==> src/pkg/mms_pkg.sv <==
// package: opcodes, field positions and reset values for the mode-set decoder
package mms_pkg;
  // instruction opcode patterns (upper bits of the word)
  localparam logic [10:0] MMS_CRB_OPC = 11'h1ba; // 00110111010 in 15:5
  localparam logic [13:0] MMS_CRT_OPC = 14'h0d63; // 00110101100011 in 15:2
  localparam logic [14:0] MMS_DCC_OPC = 15'h1a81; // 001101010000001 in 15:1
  localparam logic [13:0] MMS_DAC_OPC = 14'h0d61; // 00110101100001 in 15:2
  localparam logic [13:0] MMS_DRM_OPC = 14'h0d60; // 00110101100000 in 15:2
  // field positions
  localparam int MMS_CRB_LVL_BIT = 4;
  localparam int MMS_CRB_ZERO_BIT = 3;
  localparam int MMS_CRB_OPC_LSB = 5;
  localparam int MMS_F2_OPC_LSB = 2;
  localparam int MMS_F1_OPC_LSB = 1;
  localparam int MMS_CTRL_UPPER_LSB = 8;
  // instruction word and data byte fields
  localparam int MMS_INSTR_MSB = 15;
  localparam int MMS_SEL_MSB = 2;
  localparam int MMS_OPND_MSB = 1;
  localparam int MMS_OPND_LSB = 0;
  localparam int MMS_CTRL_W = 8;
  localparam int MMS_BYTE_W = 8;
  localparam int MMS_HI_LSB = 8;
  // shared-register targets
  typedef enum logic [1:0] {
    MMS_TGT_SELF = 2'b00,
    MMS_TGT_OTHER_UC = 2'b01,
    MMS_TGT_OTHER_CH = 2'b10,
    MMS_TGT_OTHER_BOTH = 2'b11
  } mms_target_type;
  // dac access modes
  typedef enum logic [1:0] {
    MMS_DAC_BOOST = 2'b00,
    MMS_DAC_VALUE = 2'b01,
    MMS_DAC_OFFSET = 2'b10,
    MMS_DAC_FULL = 2'b11
  } mms_dac_type;
  // data ram read modes
  typedef enum logic [1:0] {
    MMS_RD_WORD = 2'b00,
    MMS_RD_LOW = 2'b01,
    MMS_RD_HIGH = 2'b10,
    MMS_RD_SWAP = 2'b11
  } mms_rdmode_type;
  // reset values
  localparam logic [1:0] MMS_TGT_RST = 2'b00;
  localparam logic MMS_DCC_RST = 1'b0;
  localparam logic [1:0] MMS_DAC_RST = 2'b01;
  localparam logic [1:0] MMS_DRM_RST = 2'b00;
  localparam logic [7:0] MMS_CTRL_RST = 8'h00;
  // dac data field slices
  localparam int MMS_DAC_VAL_W = 8;
  localparam int MMS_OFS_W = 6;
  localparam int MMS_4NEG_W = 4;
  localparam int MMS_DATA_W = 16;
endpackage : mms_pkg

==> src/rtl/mms_mode_set.sv <==
// mode-set instruction decoder and the mode-driven data paths of a microcore
`timescale 1ns/1ps
`default_nettype none

// Summary of operation
// [RULE1] set one upper control bit to level
// [RULE2] control-bit opcode in 15:5, zero bit 3
// [RULE3] two-bit shared-register target select
// [RULE4] read any core's shared transfer register
// [RULE5] target resets to own shared register
// [RULE6] target-select opcode in 15:2
// [RULE7] converter mode: core or automatic regulation
// [RULE8] converter mode resets to core-controlled
// [RULE9] converter-mode opcode in 15:1
// [RULE10] store two-bit dac slice access mode
// [RULE11] mode 01 returns value in low byte
// [RULE12] mode 10 offset 13:8, 4neg 11:8
// [RULE13] mode 00: dac nothing, combined boost
// [RULE14] mode 11 reaches both slices
// [RULE15] dac mode resets to value mode
// [RULE16] dac-mode opcode in 15:2
// [RULE17] word mode passes all sixteen bits
// [RULE18] byte modes zero-extend selected byte
// [RULE19] swap mode exchanges the two bytes
// [RULE20] read mode applies to later loads
// [RULE21] read mode resets word; opcode 15:2
// [RULE22] other control bits stay unchanged
module mms_mode_set
  import mms_pkg::*;
#(
  parameter int DW = MMS_DATA_W
) (
  // clock and reset
  input wire logic mclk_i,
  input wire logic reset_n_i,
  // instruction from the sequencer
  input wire logic instr_valid_i,
  input wire logic [15:0] instr_i,
  // shared transfer registers of the four cores
  input wire logic [DW-1:0] xfer_self_i,
  input wire logic [DW-1:0] xfer_other_uc_i,
  input wire logic [DW-1:0] xfer_other_ch_i,
  input wire logic [DW-1:0] xfer_other_both_i,
  // dac register sources
  input wire logic [7:0] dac_value_i,
  input wire logic [5:0] dac_offset_i,
  input wire logic [7:0] dac_4h_i,
  input wire logic [3:0] dac_4neg_i,
  input wire logic [7:0] dac_boost_i,
  input wire logic dac_rd_i,
  input wire logic dac_rd_combined_i,
  // data ram load path
  input wire logic ram_load_i,
  input wire logic [DW-1:0] ram_word_i,
  // control and mode state
  output logic [7:0] ctrl_upper_o,
  output logic [1:0] channel_transfer_sel_o,
  output logic [DW-1:0] channel_transfer_reg_o,
  output logic converter_mode_field_o,
  output logic [1:0] dac_access_field_o,
  output logic [1:0] ram_read_mode_field_o,
  // data results
  output logic [DW-1:0] dac_rd_data_o,
  output logic dac_rd_none_o,
  output logic [DW-1:0] load_data_o,
  output logic load_valid_o
);

  // reset release through two flops
  logic rst_s1_reg;
  logic rst_n_reg;
  always_ff @(posedge mclk_i or negedge reset_n_i) begin
    if (!reset_n_i) begin
      rst_s1_reg <= 1'b0;
      rst_n_reg <= 1'b0;
    end else begin
      rst_s1_reg <= 1'b1;
      rst_n_reg <= rst_s1_reg;
    end
  end

  // opcode match of the five mode words
  wire logic opc_crb;
  wire logic opc_crt;
  wire logic opc_dcc;
  wire logic opc_dac;
  wire logic opc_drm;
  wire logic hit_crb;
  wire logic hit_crt;
  wire logic hit_dcc;
  wire logic hit_dac;
  wire logic hit_drm;
  assign opc_crb = instr_i[MMS_INSTR_MSB:MMS_CRB_OPC_LSB] == MMS_CRB_OPC
    && !instr_i[MMS_CRB_ZERO_BIT]; // [RULE2]
  assign opc_crt =
    instr_i[MMS_INSTR_MSB:MMS_F2_OPC_LSB] == MMS_CRT_OPC; // [RULE6]
  assign opc_dcc =
    instr_i[MMS_INSTR_MSB:MMS_F1_OPC_LSB] == MMS_DCC_OPC; // [RULE9]
  assign opc_dac =
    instr_i[MMS_INSTR_MSB:MMS_F2_OPC_LSB] == MMS_DAC_OPC; // [RULE16]
  assign opc_drm =
    instr_i[MMS_INSTR_MSB:MMS_F2_OPC_LSB] == MMS_DRM_OPC; // [RULE21]

  // a word only counts while the strobe is high
  assign hit_crb = instr_valid_i && opc_crb;
  assign hit_crt = instr_valid_i && opc_crt;
  assign hit_dcc = instr_valid_i && opc_dcc;
  assign hit_dac = instr_valid_i && opc_dac;
  assign hit_drm = instr_valid_i && opc_drm;

  // control bit selector and level
  wire logic [2:0] ctrl_bit_selector;
  wire logic crb_level;
  assign ctrl_bit_selector = instr_i[MMS_SEL_MSB:MMS_OPND_LSB]; // [RULE1]
  assign crb_level = instr_i[MMS_CRB_LVL_BIT]; // [RULE1]

  // operand fields of the two-bit and one-bit mode words
  wire logic [1:0] mode_field;
  wire logic dcc_field;
  assign mode_field = instr_i[MMS_OPND_MSB:MMS_OPND_LSB];
  assign dcc_field = instr_i[MMS_OPND_LSB]; // [RULE7]

  // one-hot form of the bit selector
  wire logic [MMS_CTRL_W-1:0] sel_onehot;
  assign sel_onehot = MMS_CTRL_W'(1) << ctrl_bit_selector; // [RULE1]

  // mode state registers
  logic [MMS_CTRL_W-1:0] ctrl_reg;
  logic [1:0] tgt_reg;
  logic dcc_reg;
  logic [1:0] dacm_reg;
  logic [1:0] drm_reg;

  // next values of the mode state
  wire logic [MMS_CTRL_W-1:0] ctrl_next;
  wire logic [1:0] tgt_next;
  wire logic dcc_next;
  wire logic [1:0] dacm_next;
  wire logic [1:0] drm_next;

  // per-bit control update; unselected bits hold their value
  genvar gi;
  generate
    for (gi = 0; gi < MMS_CTRL_W; gi++) begin : g_ctrl
      assign ctrl_next[gi] = (hit_crb && sel_onehot[gi]) ? crb_level
        : ctrl_reg[gi]; // [RULE1] [RULE22]
    end
  endgenerate

  // other mode words load their operand on a match, else hold
  assign tgt_next = hit_crt ? mode_field : tgt_reg; // [RULE3]
  assign dcc_next = hit_dcc ? dcc_field : dcc_reg; // [RULE7]
  assign dacm_next = hit_dac ? mode_field : dacm_reg; // [RULE10]
  assign drm_next = hit_drm ? mode_field : drm_reg; // [RULE20]

  // control register bits 15:8
  always_ff @(posedge mclk_i or negedge rst_n_reg) begin
    if (!rst_n_reg) begin
      ctrl_reg <= MMS_CTRL_RST;
    end else begin
      ctrl_reg <= ctrl_next; // [RULE1] [RULE22]
    end
  end

  // shared-register target, back on the own core after reset
  always_ff @(posedge mclk_i or negedge rst_n_reg) begin
    if (!rst_n_reg) begin
      tgt_reg <= MMS_TGT_RST; // [RULE5]
    end else begin
      tgt_reg <= tgt_next; // [RULE3]
    end
  end

  // converter mode, core-controlled after reset
  always_ff @(posedge mclk_i or negedge rst_n_reg) begin
    if (!rst_n_reg) begin
      dcc_reg <= MMS_DCC_RST; // [RULE8]
    end else begin
      dcc_reg <= dcc_next; // [RULE7]
    end
  end

  // dac access mode, value mode after reset
  always_ff @(posedge mclk_i or negedge rst_n_reg) begin
    if (!rst_n_reg) begin
      dacm_reg <= MMS_DAC_RST; // [RULE15]
    end else begin
      dacm_reg <= dacm_next; // [RULE10]
    end
  end

  // data ram read mode, full word after reset
  always_ff @(posedge mclk_i or negedge rst_n_reg) begin
    if (!rst_n_reg) begin
      drm_reg <= MMS_DRM_RST; // [RULE21]
    end else begin
      drm_reg <= drm_next; // [RULE20]
    end
  end

  // decode of the stored shared-register target
  wire logic ts_uc;
  wire logic ts_ch;
  wire logic ts_both;
  assign ts_uc = tgt_reg == MMS_TGT_OTHER_UC;
  assign ts_ch = tgt_reg == MMS_TGT_OTHER_CH;
  assign ts_both = tgt_reg == MMS_TGT_OTHER_BOTH;

  // shared transfer register selection
  wire logic [DW-1:0] xfer_next;
  assign xfer_next = ts_both ? xfer_other_both_i
    : ts_ch ? xfer_other_ch_i
    : ts_uc ? xfer_other_uc_i
    : xfer_self_i; // [RULE4]

  // decode of the stored dac access mode
  wire logic dm_boost;
  wire logic dm_value;
  wire logic dm_offset;
  wire logic dm_full;
  assign dm_boost = dacm_reg == MMS_DAC_BOOST;
  assign dm_value = dacm_reg == MMS_DAC_VALUE;
  assign dm_offset = dacm_reg == MMS_DAC_OFFSET;
  assign dm_full = dacm_reg == MMS_DAC_FULL;

  // dac slices placed at their read bit positions
  wire logic [DW-1:0] boost_word;
  wire logic [DW-1:0] value_word;
  wire logic [DW-1:0] h4_word;
  wire logic [DW-1:0] offset_word;
  wire logic [DW-1:0] neg_word;
  assign boost_word = DW'(dac_boost_i); // [RULE13]
  assign value_word = DW'(dac_value_i); // [RULE11]
  assign h4_word = DW'(dac_4h_i); // [RULE11]
  assign offset_word = DW'(dac_offset_i) << MMS_HI_LSB; // [RULE12]
  assign neg_word = DW'(dac_4neg_i) << MMS_HI_LSB; // [RULE12]

  // read words of the two dac addresses in each access mode
  wire logic [DW-1:0] dac_addr_word;
  wire logic [DW-1:0] comb_addr_word;
  wire logic [DW-1:0] dac_data;
  wire logic dac_none;
  assign dac_addr_word = dm_value ? value_word
    : dm_offset ? offset_word
    : dm_full ? (value_word | offset_word)
    : '0; // [RULE11] [RULE12] [RULE14]
  assign comb_addr_word = dm_value ? h4_word
    : dm_offset ? neg_word
    : dm_full ? (h4_word | neg_word)
    : boost_word; // [RULE13] [RULE14]
  assign dac_data = dac_rd_combined_i ? comb_addr_word : dac_addr_word;
  assign dac_none = !dac_rd_combined_i
    && dm_boost; // [RULE13]

  // decode of the stored read mode
  wire logic rd_low;
  wire logic rd_high;
  wire logic rd_swap;
  assign rd_low = drm_reg == MMS_RD_LOW;
  assign rd_high = drm_reg == MMS_RD_HIGH;
  assign rd_swap = drm_reg == MMS_RD_SWAP;

  // data ram word in each read mode
  wire logic [DW-1:0] ram_lo_word;
  wire logic [DW-1:0] ram_hi_word;
  wire logic [DW-1:0] ram_swap_word;
  wire logic [DW-1:0] ram_fmt;
  assign ram_lo_word = DW'(ram_word_i[MMS_BYTE_W-1:0]); // [RULE18]
  assign ram_hi_word = DW'(ram_word_i[DW-1:MMS_BYTE_W]); // [RULE18]
  assign ram_swap_word = {ram_word_i[MMS_BYTE_W-1:0],
    ram_word_i[DW-1:MMS_BYTE_W]}; // [RULE19]
  assign ram_fmt = rd_low ? ram_lo_word
    : rd_high ? ram_hi_word
    : rd_swap ? ram_swap_word
    : ram_word_i; // [RULE17]

  // registered results
  logic [DW-1:0] xfer_reg;
  logic [DW-1:0] dac_out_reg;
  logic dac_none_reg;
  logic [DW-1:0] load_reg;
  logic load_vld_reg;

  // selected shared register, one cycle behind the selection
  always_ff @(posedge mclk_i or negedge rst_n_reg) begin
    if (!rst_n_reg) begin
      xfer_reg <= '0;
    end else begin
      xfer_reg <= xfer_next; // [RULE4]
    end
  end

  // dac read data, held until the next read
  always_ff @(posedge mclk_i or negedge rst_n_reg) begin
    if (!rst_n_reg) begin
      dac_out_reg <= '0;
    end else if (dac_rd_i) begin
      dac_out_reg <= dac_data;
    end
  end

  // dac read reached nothing, held until the next read
  always_ff @(posedge mclk_i or negedge rst_n_reg) begin
    if (!rst_n_reg) begin
      dac_none_reg <= 1'b0;
    end else if (dac_rd_i) begin
      dac_none_reg <= dac_none; // [RULE13]
    end
  end

  // loaded word, held until the next load
  always_ff @(posedge mclk_i or negedge rst_n_reg) begin
    if (!rst_n_reg) begin
      load_reg <= '0;
    end else if (ram_load_i) begin
      load_reg <= ram_fmt; // [RULE20]
    end
  end

  // load strobe, one cycle behind the request
  always_ff @(posedge mclk_i or negedge rst_n_reg) begin
    if (!rst_n_reg) begin
      load_vld_reg <= 1'b0;
    end else begin
      load_vld_reg <= ram_load_i;
    end
  end

  // mode state outputs
  assign ctrl_upper_o = ctrl_reg;
  assign channel_transfer_sel_o = tgt_reg;
  assign channel_transfer_reg_o = xfer_reg;
  assign converter_mode_field_o = dcc_reg;
  assign dac_access_field_o = dacm_reg;
  assign ram_read_mode_field_o = drm_reg;

  // data result outputs
  assign dac_rd_data_o = dac_out_reg;
  assign dac_rd_none_o = dac_none_reg;
  assign load_data_o = load_reg;
  assign load_valid_o = load_vld_reg;

endmodule // mms_mode_set

`default_nettype wire

==> config.mk <==
export PLATFORM = sky130hd
export DESIGN_NAME = mms_mode_set
export DESIGN_NICKNAME = d
export VERILOG_FILES = /design/src/pkg/mms_pkg.sv /design/src/rtl/mms_mode_set.sv
export SDC_FILE = /design/constraint.sdc
export NUM_CORES = 1
export LEC_CHECK = 0
export BUFFER_PORTS_ARGS = -buffer_cell sky130_fd_sc_hd__buf_2
export CAP_MARGIN = 20
export CORE_UTILIZATION = 46
export CTS_BUF_LIST = sky130_fd_sc_hd__clkbuf_16
export DETAILED_ROUTE_END_ITERATION = 10
export PLACE_DENSITY = 0.85
export SLEW_MARGIN = 30
export SYNTH_ARGS = -nofsm -noshare
export SYNTH_HDL_FRONTEND = slang
export SYNTH_SLANG_ARGS = --single-unit
==> constraint.sdc <==
create_clock -name mclk_i -period 3.92 [get_ports mclk_i]
set_input_delay 0.392 -clock mclk_i [delete_from_list [all_inputs] [get_ports mclk_i]]
set_output_delay 0.392 -clock mclk_i [all_outputs]
set_load 0.02 [all_outputs]
==> results.md, run 1 <==
- Die X: 83.9 um
- Post-Place Cell Area: 0.00409 mm2
- Post-cts sizing count: 0
- Worst slew slack as a fraction of its limit: 0.477
- Setup slack at placement: 2.06 ns
- Startpoint type of the worst setup path: flip-flop
- Number of search-and-repair iterations in the first detailed-routing pass: 7
- Violations in the final reports: DRC
- Data required time of the worst path: 3.53 ns
- Number of max-slew violations in the final report: 0
- Root buffer cell: clkbuf_16
- Sequential cell area fraction in the yosys report: 0.528
- Routed wire length: 8270 um
- Number of setup violations in the final report: 0
- Area grow syn2layout: 42.9%
- Final instance area: 0.00441 mm2
- Total number of placement rows: 29
- Count of pins on the block boundary: 201
- Total negative slack: 0 ns
- Number of sinks driven by the clock tree: 65
- Worst setup skew after layout: 0.00966 ns
- Total Routing Usage GR: 0.253
- Port Buffer Count: 198
- Vias per cell: 5.35
- Leading register cell type out of synthesis: dfrtp_1
- Outcome: finished, violations left
- List of cells traversed by the critical path: buf_2
- Cell area power density: 402 mW/mm2
- Delay of the slowest cell on the worst path: 0.80 ns
- Number of distinct library cells after synthesis: 32
- Max clock buf depth: 2
- Total chip power: 0.00177 W
- Cell area after synthesis: 0.00308 mm2
- Largest area contributor in the synthesized netlist: dfrtp_1
- Layout Nets: 577
- GRT Residual Overflow: 0
- Total area of sequential cells: 0.00163 mm2
- Sort of element at the end of the critical path: output pin
- Residual antenna-violating net count after detailed routing: 0
- TritonCTS Buffers: 9
- Slowest cell on crit path: dfrtp_1
- Crit path buffers/inverters: 1
- Hold slack: 0.318 ns
- Minimum setup slack among reg-to-reg paths: 2.36 ns
- Layout cells sized above 1: 0.540
- TritonCTS clock tree: built
- Clock H-tree levels: 3
- Clock insertion delay at the later pin of the skew report: 0.32 ns
- Last weighted congestion value of the routability-driven placer: 0.817
- Average detailed-routed wire length per instance: 15.8 um
- DR vias: 2796
- Worst ir drop on vdd: 0.000249 V
- Worst min-delay path category: input pin to flip-flop
- RSZ-0062 raised after global routing: no
- Post-CTS clock slew at the launch and capture registers of the worst setup and hold paths: 0.05 ns
- First-pass GRT wire length: 13600 um
- Total count of hold-check failures in the final report: 0
- Synth warn: 0
- Fraction of synthesized cell area taken by the top area cell type: 0.519
- Post-synthesis instance total: 248
- Measured slew at the worst slew-check pin: 0.785 ns
- Largest delay share family, worst path: flip-flops
- Async set-reset flop share out of synthesis: 1.00
- Floorplan core area: 0.00642 mm2
- Worst path arrival time: 1.42 ns
- Highest clock rate: 550 MHz
- DRC errors left: 18
- Maximum Capacitance Violations: 0
- Post-route fraction of the period consumed by the critical path: 0.463
- Iter 0 DRT Violations: 113
- Shortest clock period the worst path allows after layout: 1.82 ns
- Number of synthesized flops with an enable pin: 0
- Pin count of the biggest net entering global routing: 64
- Static Leakage: 2.25 nW
- Vias in the first global route: 2927
- Antenna violations before repair: 0
- Half-perimeter wire length after detailed placement: 6390 um
- Post-synthesis area per instance: 12.4 um2
- Top cell types by occurrence after synthesis: dfrtp_1 (64), nor2_1 (29), a21oi_1 (24), a22oi_1 (16), mux4_2 (16)
- CP Max Fanout: 18
- Crit Path Category: flip-flop to output pin
- Number of diodes added for antenna fixing: 0
- Number of filler instances in the final layout: 489
- Largest cells by area after synthesis: dfrtp_1 (52%), mux4_2 (12%), a21oi_1 (3.9%), mux2i_1 (3.9%), a22oi_1 (3.9%)
- Multi-input combinational cell area: 0.00134 mm2
- Die footprint: 0.00703 mm2
- Register bit total from synthesis: 65
- Most frequent cell after synthesis: dfrtp_1
- Final Worst Setup Slack: 2.10 ns
- Initial cell density of the core: 0.480
- Height of the die: 83.9 um
cells in the final DEF (no fill, tap or decap), drive strengths merged:
| cell type | n |
|---|---|
| nand2 | 3 |
| nand4b | 2 |
| nor3 | 1 |
| o22ai | 6 |
| dfrtp | 64 |
| bufinv | 2 |
| conb | 3 |
| nand3 | 8 |
| nand2b | 1 |
| nor2 | 29 |
| mux2i | 12 |
| a22o | 8 |
| dfstp | 1 |
| nor4 | 2 |
| mux4 | 16 |
| inv | 9 |
| or3 | 1 |
| clkbuf | 9 |
| a21oi | 24 |
| nand4 | 3 |
| mux2 | 16 |
| nor2b | 4 |
| a22oi | 16 |
| buf | 199 |
| or2 | 1 |
| nand3b | 2 |
| and2 | 1 |
| clkinv | 2 |
| dlygate4sd3 | 1 |
repair_timing:
| item | CTS | global route |
|---|---|---|
| hold endpoints to repair | 2 | 0 |
| hold buffers | 1 | 0 |
| endpoints found under the setup margin | 0 | 0 |
| buffers inserted | 0 | 0 |
layout make-up:
type,count,share of cell area
flip-flops and latches,65,0.370
multi-input cells,159,0.305
repair buffers,200,0.229
clock buffers,9,0.0511
well taps,77,0.0219
clock inverters,7,0.0182
inverters,6,0.00511
path summary, 6_finish.rpt:
path	startpoint	endpoint	cells after the start
worst max-delay path	channel_transfer_sel_o[1]$_DFFE_PN0P_	channel_transfer_sel_o[1]	1
worst min-delay path	dac_offset_i[5]	dac_rd_data_o[13]$_DFFE_PN0P_	3
worst max register to register	dac_access_field_o[0]$_DFFE_PN1P_	dac_rd_data_o[0]$_DFFE_PN0P_	3
worst min register to register	rst_s1_reg$_DFF_PN0_	rst_n_reg$_DFF_PN0_	0
max in group asynchronous	rst_n_reg$_DFF_PN0_	channel_transfer_sel_o[0]$_DFFE_PN0P_	1
min in group asynchronous	reset_n_i	rst_n_reg$_DFF_PN0_	2
kinds of logic after synthesis:
| family | Yosys count | synth area share |
|---|---|---|
| AOI/OAI and AO/OA | 54 | 0.113 |
| buffers and inverters | 25 | 0.0377 |
| DFF | 65 | 0.528 |
| muxes | 44 | 0.214 |
| other | 2 | 0.00244 |
| and+or+nand+nor | 58 | 0.105 |
power by group:
part / internal, W / switching (W) / total (W)
combinational: 0.000107 / 0.000132 / 0.000239
clock: 0.000545 / 0.000266 / 0.000811
sequential: 0.000705 / 0.0000145 / 0.000720
total: 0.00136 / 0.000413 / 0.00177
layer usage:
metal  part of all wire  vias to the layer above  track usage
met5                  0                        -            0
met4              0.036                        0        0.135
met3              0.063                       21       0.0633
met2               0.53                      129        0.444
met1               0.37                     1338        0.282
li1                   -                     1308            -
through the flow:
stage,util,cells
floorplan,-,249
global placement,0.637,506
detailed placement,0.637,506
CTS,0.686,523
global route,0.686,523
finish,0.686,523
No activity file was read; power rests on OpenSTA's default activity.
==> inputs of run 2 (changes only) <==
--- a/config.mk
+++ b/config.mk
@@ -7,10 +7,10 @@
 export LEC_CHECK = 0
 export BUFFER_PORTS_ARGS = -buffer_cell sky130_fd_sc_hd__buf_2
 export CAP_MARGIN = 20
-export CORE_UTILIZATION = 46
+export CORE_UTILIZATION = 38
 export CTS_BUF_LIST = sky130_fd_sc_hd__clkbuf_16
 export DETAILED_ROUTE_END_ITERATION = 10
-export PLACE_DENSITY = 0.85
+export PLACE_DENSITY = 0.75
 export SLEW_MARGIN = 30
 export SYNTH_ARGS = -nofsm -noshare
 export SYNTH_HDL_FRONTEND = slang
==> constraint.sdc (replaced) <==
create_clock -name mclk_i -period 1.48 [get_ports mclk_i]
set_input_delay 0.148 -clock mclk_i [delete_from_list [all_inputs] [get_ports mclk_i]]
set_output_delay 0.148 -clock mclk_i [all_outputs]
set_load 0.02 [all_outputs]
==> run 2 against run 1 <==
Against the previous run:
- the flow now finishes without violations
- combinational power increased to 2.7 times the previous value
- first-iteration DRC count decreased by 22%
- sequential power increased to 2.7 times the previous value
- clock skew decreased by 0.0012 ns
- routed wire length increased by 1.2%
==> results.md, run 2 (synthesized netlist as in run 1, its figures left out) <==
- Outcome: finished clean
- Shortest clock period the worst path allows after layout: 1.36 ns
- Total stage count of the critical path: 2
- List of cells traversed by the critical path: buf_4, buf_2
- Initial cell density of the core: 0.397
- First-pass GRT wire length: 13300 um
- Number of diodes added for antenna fixing: 0
- Last weighted congestion value of the routability-driven placer: 0.825
- Count of pins on the block boundary: 201
- Floorplan core area: 0.00777 mm2
- Vias per cell: 5.07
- Post-CTS clock slew at the launch and capture registers of the worst setup and hold paths: 0.05 ns
- GRT Residual Overflow: 0
- Area grow syn2layout: 47.1%
- Total number of placement rows: 32
- Iter 0 DRT Violations: 88
- Largest delay share family, worst path: flip-flops
- Cell area power density: 1010 mW/mm2
- Number of setup violations in the final report: 0
- Die X: 92.1 um
- Maximum Capacitance Violations: 0
- Static Leakage: 2.30 nW
- Residual antenna-violating net count after detailed routing: 0
- Root buffer cell: clkbuf_16
- Highest clock rate: 734 MHz
- Final instance area: 0.00454 mm2
- Delay of the slowest cell on the worst path: 0.53 ns
- DR vias: 2830
- Reg2Reg Launch Point: dac_access_field_o[0]$_DFFE_PN1P_
- Die footprint: 0.00848 mm2
- Minimum setup slack among reg-to-reg paths: 0.12 ns
- Worst slew slack as a fraction of its limit: 0.644
- Total Routing Usage GR: 0.204
- Sort of element at the end of the critical path: output pin
- Post-route fraction of the period consumed by the critical path: 0.921
- Average detailed-routed wire length per instance: 15.0 um
- Worst path arrival time: 1.21 ns
- Clock H-tree levels: 3
- Vias in the first global route: 2799
- Pin count of the biggest net entering global routing: 34
- Layout cells sized above 1: 0.559
- Crit Path Category: flip-flop to output pin
- Post-Place Cell Area: 0.00423 mm2
- Clock insertion delay at the later pin of the skew report: 0.32 ns
- Share of the core filled with cells: 0.584
- Worst ir drop on vdd: 0.000657 V
- Half-perimeter wire length after detailed placement: 6520 um
- Startpoint type of the worst setup path: flip-flop
- RSZ-0062 raised after global routing: no
- Number of filler instances in the final layout: 681
- Routed wire length: 8370 um
- Data required time of the worst path: 1.33 ns
- Height of the die: 92.1 um
- TritonCTS clock tree: built
- Slowest cell on crit path: dfstp_2
- Measured slew at the worst slew-check pin: 0.534 ns
- Antenna violations before repair: 0
- Port Buffer Count: 198
- CP Max Fanout: 12
- DRC errors left: 0
- Worst setup skew after layout: 0.00850 ns
- Total count of hold-check failures in the final report: 0
- R2R depth: 5
- Number of sinks driven by the clock tree: 65
- Commonest cells after routing, fill and taps aside: buf_2 (198), dfrtp_1 (62), nor2_1 (28), a21oi_1 (24)
- Number of search-and-repair iterations in the first detailed-routing pass: 4
- Endpoint of the worst-slack reg-to-reg timing path: dac_rd_data_o[3]$_DFFE_PN0P_
- Last element of the critical path: dac_access_field_o[0]
- Worst min-delay path category: input pin to flip-flop
- Max clock buf depth: 2
- TritonCTS Buffers: 9
- Layout Nets: 587
- Most common cell after layout, fill and taps aside: buf_2
- Critical path origin: dac_access_field_o[0]$_DFFE_PN1P_
- Number of max-slew violations in the final report: 0
- Crit path buffers/inverters: 2
run 2: stage by stage:
| step | cells | hold slack [ns] | setup TNS (ns) | power [W] | setup WS (ns) |
|---|---|---|---|---|---|
| 3_3_place_gp | 541 | -0.0667 | -0.0749 | 0.00257 | -0.0220 |
| 6_report | 558 | 0.0780 | 0 | 0.00459 | 0.117 |
| 3_5_place_dp | 541 | -0.0638 | -0.633 | 0.00259 | -0.0856 |
| 2_1_floorplan | 249 | -0.148 | 0 | 0.00225 | 0.00567 |
| 4_1_cts | 558 | 0.0630 | 0 | 0.00466 | 0.106 |
| 5_1_grt | 558 | 0.0683 | 0 | 0.00480 | 0.0101 |
run 2: how the worst min path moves through the flow:
stage / cells after the start / slack [ns] / startpoint / endpoint
2_1_floorplan: 0 / -0.15 / reset_n_i / rst_n_reg$_DFF_PN0_
3_5_place_dp: 1 / -0.06 / reset_n_i / rst_s1_reg$_DFF_PN0_
6_report: 3 / 0.08 / dac_offset_i[5] / dac_rd_data_o[13]$_DFFE_PN0P_
5_1_grt: 3 / 0.07 / dac_offset_i[4] / dac_rd_data_o[12]$_DFFE_PN0P_
3_3_place_gp: 1 / -0.07 / reset_n_i / rst_s1_reg$_DFF_PN0_
4_1_cts: 3 / 0.06 / dac_offset_i[4] / dac_rd_data_o[12]$_DFFE_PN0P_
run 2: final cells by class:
class,instances,area (um2),share of cell area
Tap cell,102,128,0.0281
Clock inverter,7,63.8,0.0141
Multi-Input combinational cell,159,1350,0.297
Clock buffer,9,225,0.0497
Inverter,6,22.5,0.00497
Sequential cell,65,1630,0.359
Timing Repair Buffer,210,1120,0.247
run 2: worst min-delay path, stage by stage:
cell,delay (ns)
buf_2,0.10
nand2_1,0.05
o22ai_1,0.06
run 2: report_power, final:
group | internal [W] | switching (W) | leakage (nW) | total [W]
registers | 0.00187 | 0.0000501 | 0.794 | 0.00192
clock network | 0.00129 | 0.000749 | 0.142 | 0.00204
logic | 0.000296 | 0.000340 | 1.36 | 0.000636
total | 0.00345 | 0.00114 | 2.30 | 0.00459
run 2: per-layer routing:
layer | track usage | wire length, um
met2 | 0.352 | 4210
met4 | 0.0964 | 167
met1 | 0.239 | 3380
met3 | 0.0481 | 611
met5 | 0 | 0
run 2: timing repair:
item / in CTS / in global routing
hold endpoints to repair: 2 / 0
hold buffers: 1 / 0
endpoints found under the setup margin: 1 / 6
setup buffers: 0 / 0
gates cloned: 0 / 0
resized for setup: 1 / 1
==> inputs of run 3 (changes only) <==
--- a/config.mk
+++ b/config.mk
@@ -11,6 +11,7 @@
 export CTS_BUF_LIST = sky130_fd_sc_hd__clkbuf_16
 export DETAILED_ROUTE_END_ITERATION = 10
 export PLACE_DENSITY = 0.75
+export REMOVE_ABC_BUFFERS = 1
 export SLEW_MARGIN = 30
 export SYNTH_ARGS = -nofsm -noshare
 export SYNTH_HDL_FRONTEND = slang
==> run 3 against run 2 <==
Against the previous run:
- hold slack worse by 0.0031 ns
- cell area down 0.52%
- routed wire length down 1.1%
- cell count unchanged
==> results.md, run 3 (synthesized netlist as in run 1, its figures left out) <==
- Post-CTS clock slew at the launch and capture registers of the worst setup and hold paths: 0.05 ns
- Number of sinks driven by the clock tree: 65
- Minimum setup slack among reg-to-reg paths: 0.12 ns
- TritonCTS Buffers: 9
- Worst slew slack as a fraction of its limit: 0.576
- Total chip power: 0.00452 W
- Maximum Capacitance Violations: 0
- Iter 0 DRT Violations: 66
- Worst path arrival time: 1.58 ns
- Static Leakage: 2.30 nW
- Shortest clock period the worst path allows after layout: 1.36 ns
- Total negative slack: 0 ns
- Data required time of the worst path: 1.70 ns
- Sort of element at the end of the critical path: flip-flop
- GRT Residual Overflow: 0
- Startpoint type of the worst setup path: flip-flop
- Highest clock rate: 736 MHz
- Initial cell density of the core: 0.397
- Total number of placement rows: 32
- R2R depth: 3
- Average detailed-routed wire length per instance: 14.8 um
- Cell area power density: 1000 mW/mm2
- Root buffer cell: clkbuf_16
- Layout Nets: 587
- Layout cells sized above 1: 0.550
- Crit Path Category: flip-flop to flip-flop
- Setup slack at placement: -0.0817 ns
- Last weighted congestion value of the routability-driven placer: 0.826
- Number of diodes added for antenna fixing: 0
- Vias per cell: 4.99
- Half-perimeter wire length after detailed placement: 6410 um
- Area grow syn2layout: 46.3%
- Vias in the first global route: 2738
- Reg2Reg Launch Point: ram_read_mode_field_o[0]$_DFFE_PN0P_
- Number of filler instances in the final layout: 696
- Clock insertion delay at the later pin of the skew report: 0.32 ns
- Total Routing Usage GR: 0.202
- Die X: 92.1 um
- Measured slew at the worst slew-check pin: 0.633 ns
- Port Buffer Count: 198
- Height of the die: 92.1 um
- Number of setup violations in the final report: 0
- Worst min-delay path category: input pin to flip-flop
- Die footprint: 0.00848 mm2
- DR vias: 2785
- Worst Hold End: dac_rd_data_o[12]$_DFFE_PN0P_
- Final instance area: 0.00451 mm2
- Number of max-slew violations in the final report: 0
- First-pass GRT wire length: 13000 um
- Instance count along the most critical hold path: 3
- Clock H-tree levels: 3
- Pin count of the biggest net entering global routing: 64
- CP Max Fanout: 8
- Hold slack: 0.0749 ns
- Commonest cells after routing, fill and taps aside: buf_2 (198), dfrtp_1 (62), nor2_1 (29), a21oi_1 (24)
- TritonCTS clock tree: built
- Final Worst Setup Slack: 0.122 ns
- Outcome: finished clean
- DRC errors left: 0
- Worst setup skew after layout: 0.00836 ns
- Floorplan core area: 0.00777 mm2
- Post-route fraction of the period consumed by the critical path: 0.918
- Antenna violations before repair: 0
- Routed wire length: 8280 um
- Total count of hold-check failures in the final report: 0
- Setup fix buffers added after clock tree synthesis: 0
- Count of pins on the block boundary: 201
- Max clock buf depth: 2
- Number of search-and-repair iterations in the first detailed-routing pass: 4
- Post-Place Cell Area: 0.00422 mm2
- Worst ir drop on vdd: 0.000492 V
- Residual antenna-violating net count after detailed routing: 0
- Hold wc startpoint: dac_offset_i[4]
- RSZ-0062 raised after global routing: no
- Endpoint of the worst-slack reg-to-reg timing path: load_data_o[14]$_DFFE_PN0P_
- Most common cell after layout, fill and taps aside: buf_2
## run 3: worst max-delay path: stages (launching register included)
cell and delay, ns:
dfrtp_1 0.40, nor2_1 0.52, a22oi_1 0.13, a21oi_1 0.22
## run 3: area by class of cell
| type | count | area, um2 | share of cell area |
|---|---|---|---|
| clock buffers | 9 | 225 | 0.0499 |
| clock inverters | 7 | 55.1 | 0.0122 |
| inverters | 6 | 22.5 | 0.00499 |
| multi-input cells | 159 | 1340 | 0.298 |
| flip-flops and latches | 65 | 1630 | 0.361 |
| well taps | 102 | 128 | 0.0283 |
| repair buffers | 210 | 1110 | 0.246 |
## run 3: worst max path at each step
| stage | startpoint | end | slack (ns) | cells after the start |
|---|---|---|---|---|
| floorplan | rst_n_reg$_DFF_PN0_ | channel_transfer_reg_o[0]$_DFF_PN0_ | -0.46 | 0 |
| global placement | instr_i[15] | dac_access_field_o[1]$_DFFE_PN0P_ | -0.03 | 5 |
| detailed placement | instr_i[11] | channel_transfer_sel_o[0]$_DFFE_PN0P_ | -0.08 | 5 |
| CTS | ram_read_mode_field_o[0]$_DFFE_PN0P_ | load_data_o[12]$_DFFE_PN0P_ | 0.09 | 3 |
| global route | ram_read_mode_field_o[0]$_DFFE_PN0P_ | load_data_o[14]$_DFFE_PN0P_ | 0.002 | 3 |
| finish | ram_read_mode_field_o[0]$_DFFE_PN0P_ | load_data_o[14]$_DFFE_PN0P_ | 0.12 | 3 |
## run 3: per-layer routing
metal | routed length, um | vias to the layer above | GRT usage
li1 | - | 1327 | -
met2 | 4490 | 127 | 0.368
met5 | 0 | - | 0
met4 | 121 | 0 | 0.0768
met3 | 514 | 9 | 0.0439
met1 | 3150 | 1322 | 0.230
## run 3: where the power goes
group          internal (W)  switching [W]
sequential          0.00187      0.0000412
clock               0.00127       0.000704
combinational      0.000292       0.000345
## run 3: per-stage QoR
stage | cells | util
4_1_cts | 558 | 0.581
2_1_floorplan | 230 | -
3_5_place_dp | 541 | 0.543
3_3_place_gp | 541 | 0.543
5_1_grt | 558 | 0.581
6_report | 558 | 0.581
## run 3: timing repair
| action | 4_1_cts | 5_1_grt |
|---|---|---|
| setup endpoints to repair | 1 | 0 |
| resized for setup | 1 | 0 |
| hold buffers | 1 | 0 |
| hold endpoints to repair | 2 | 0 |
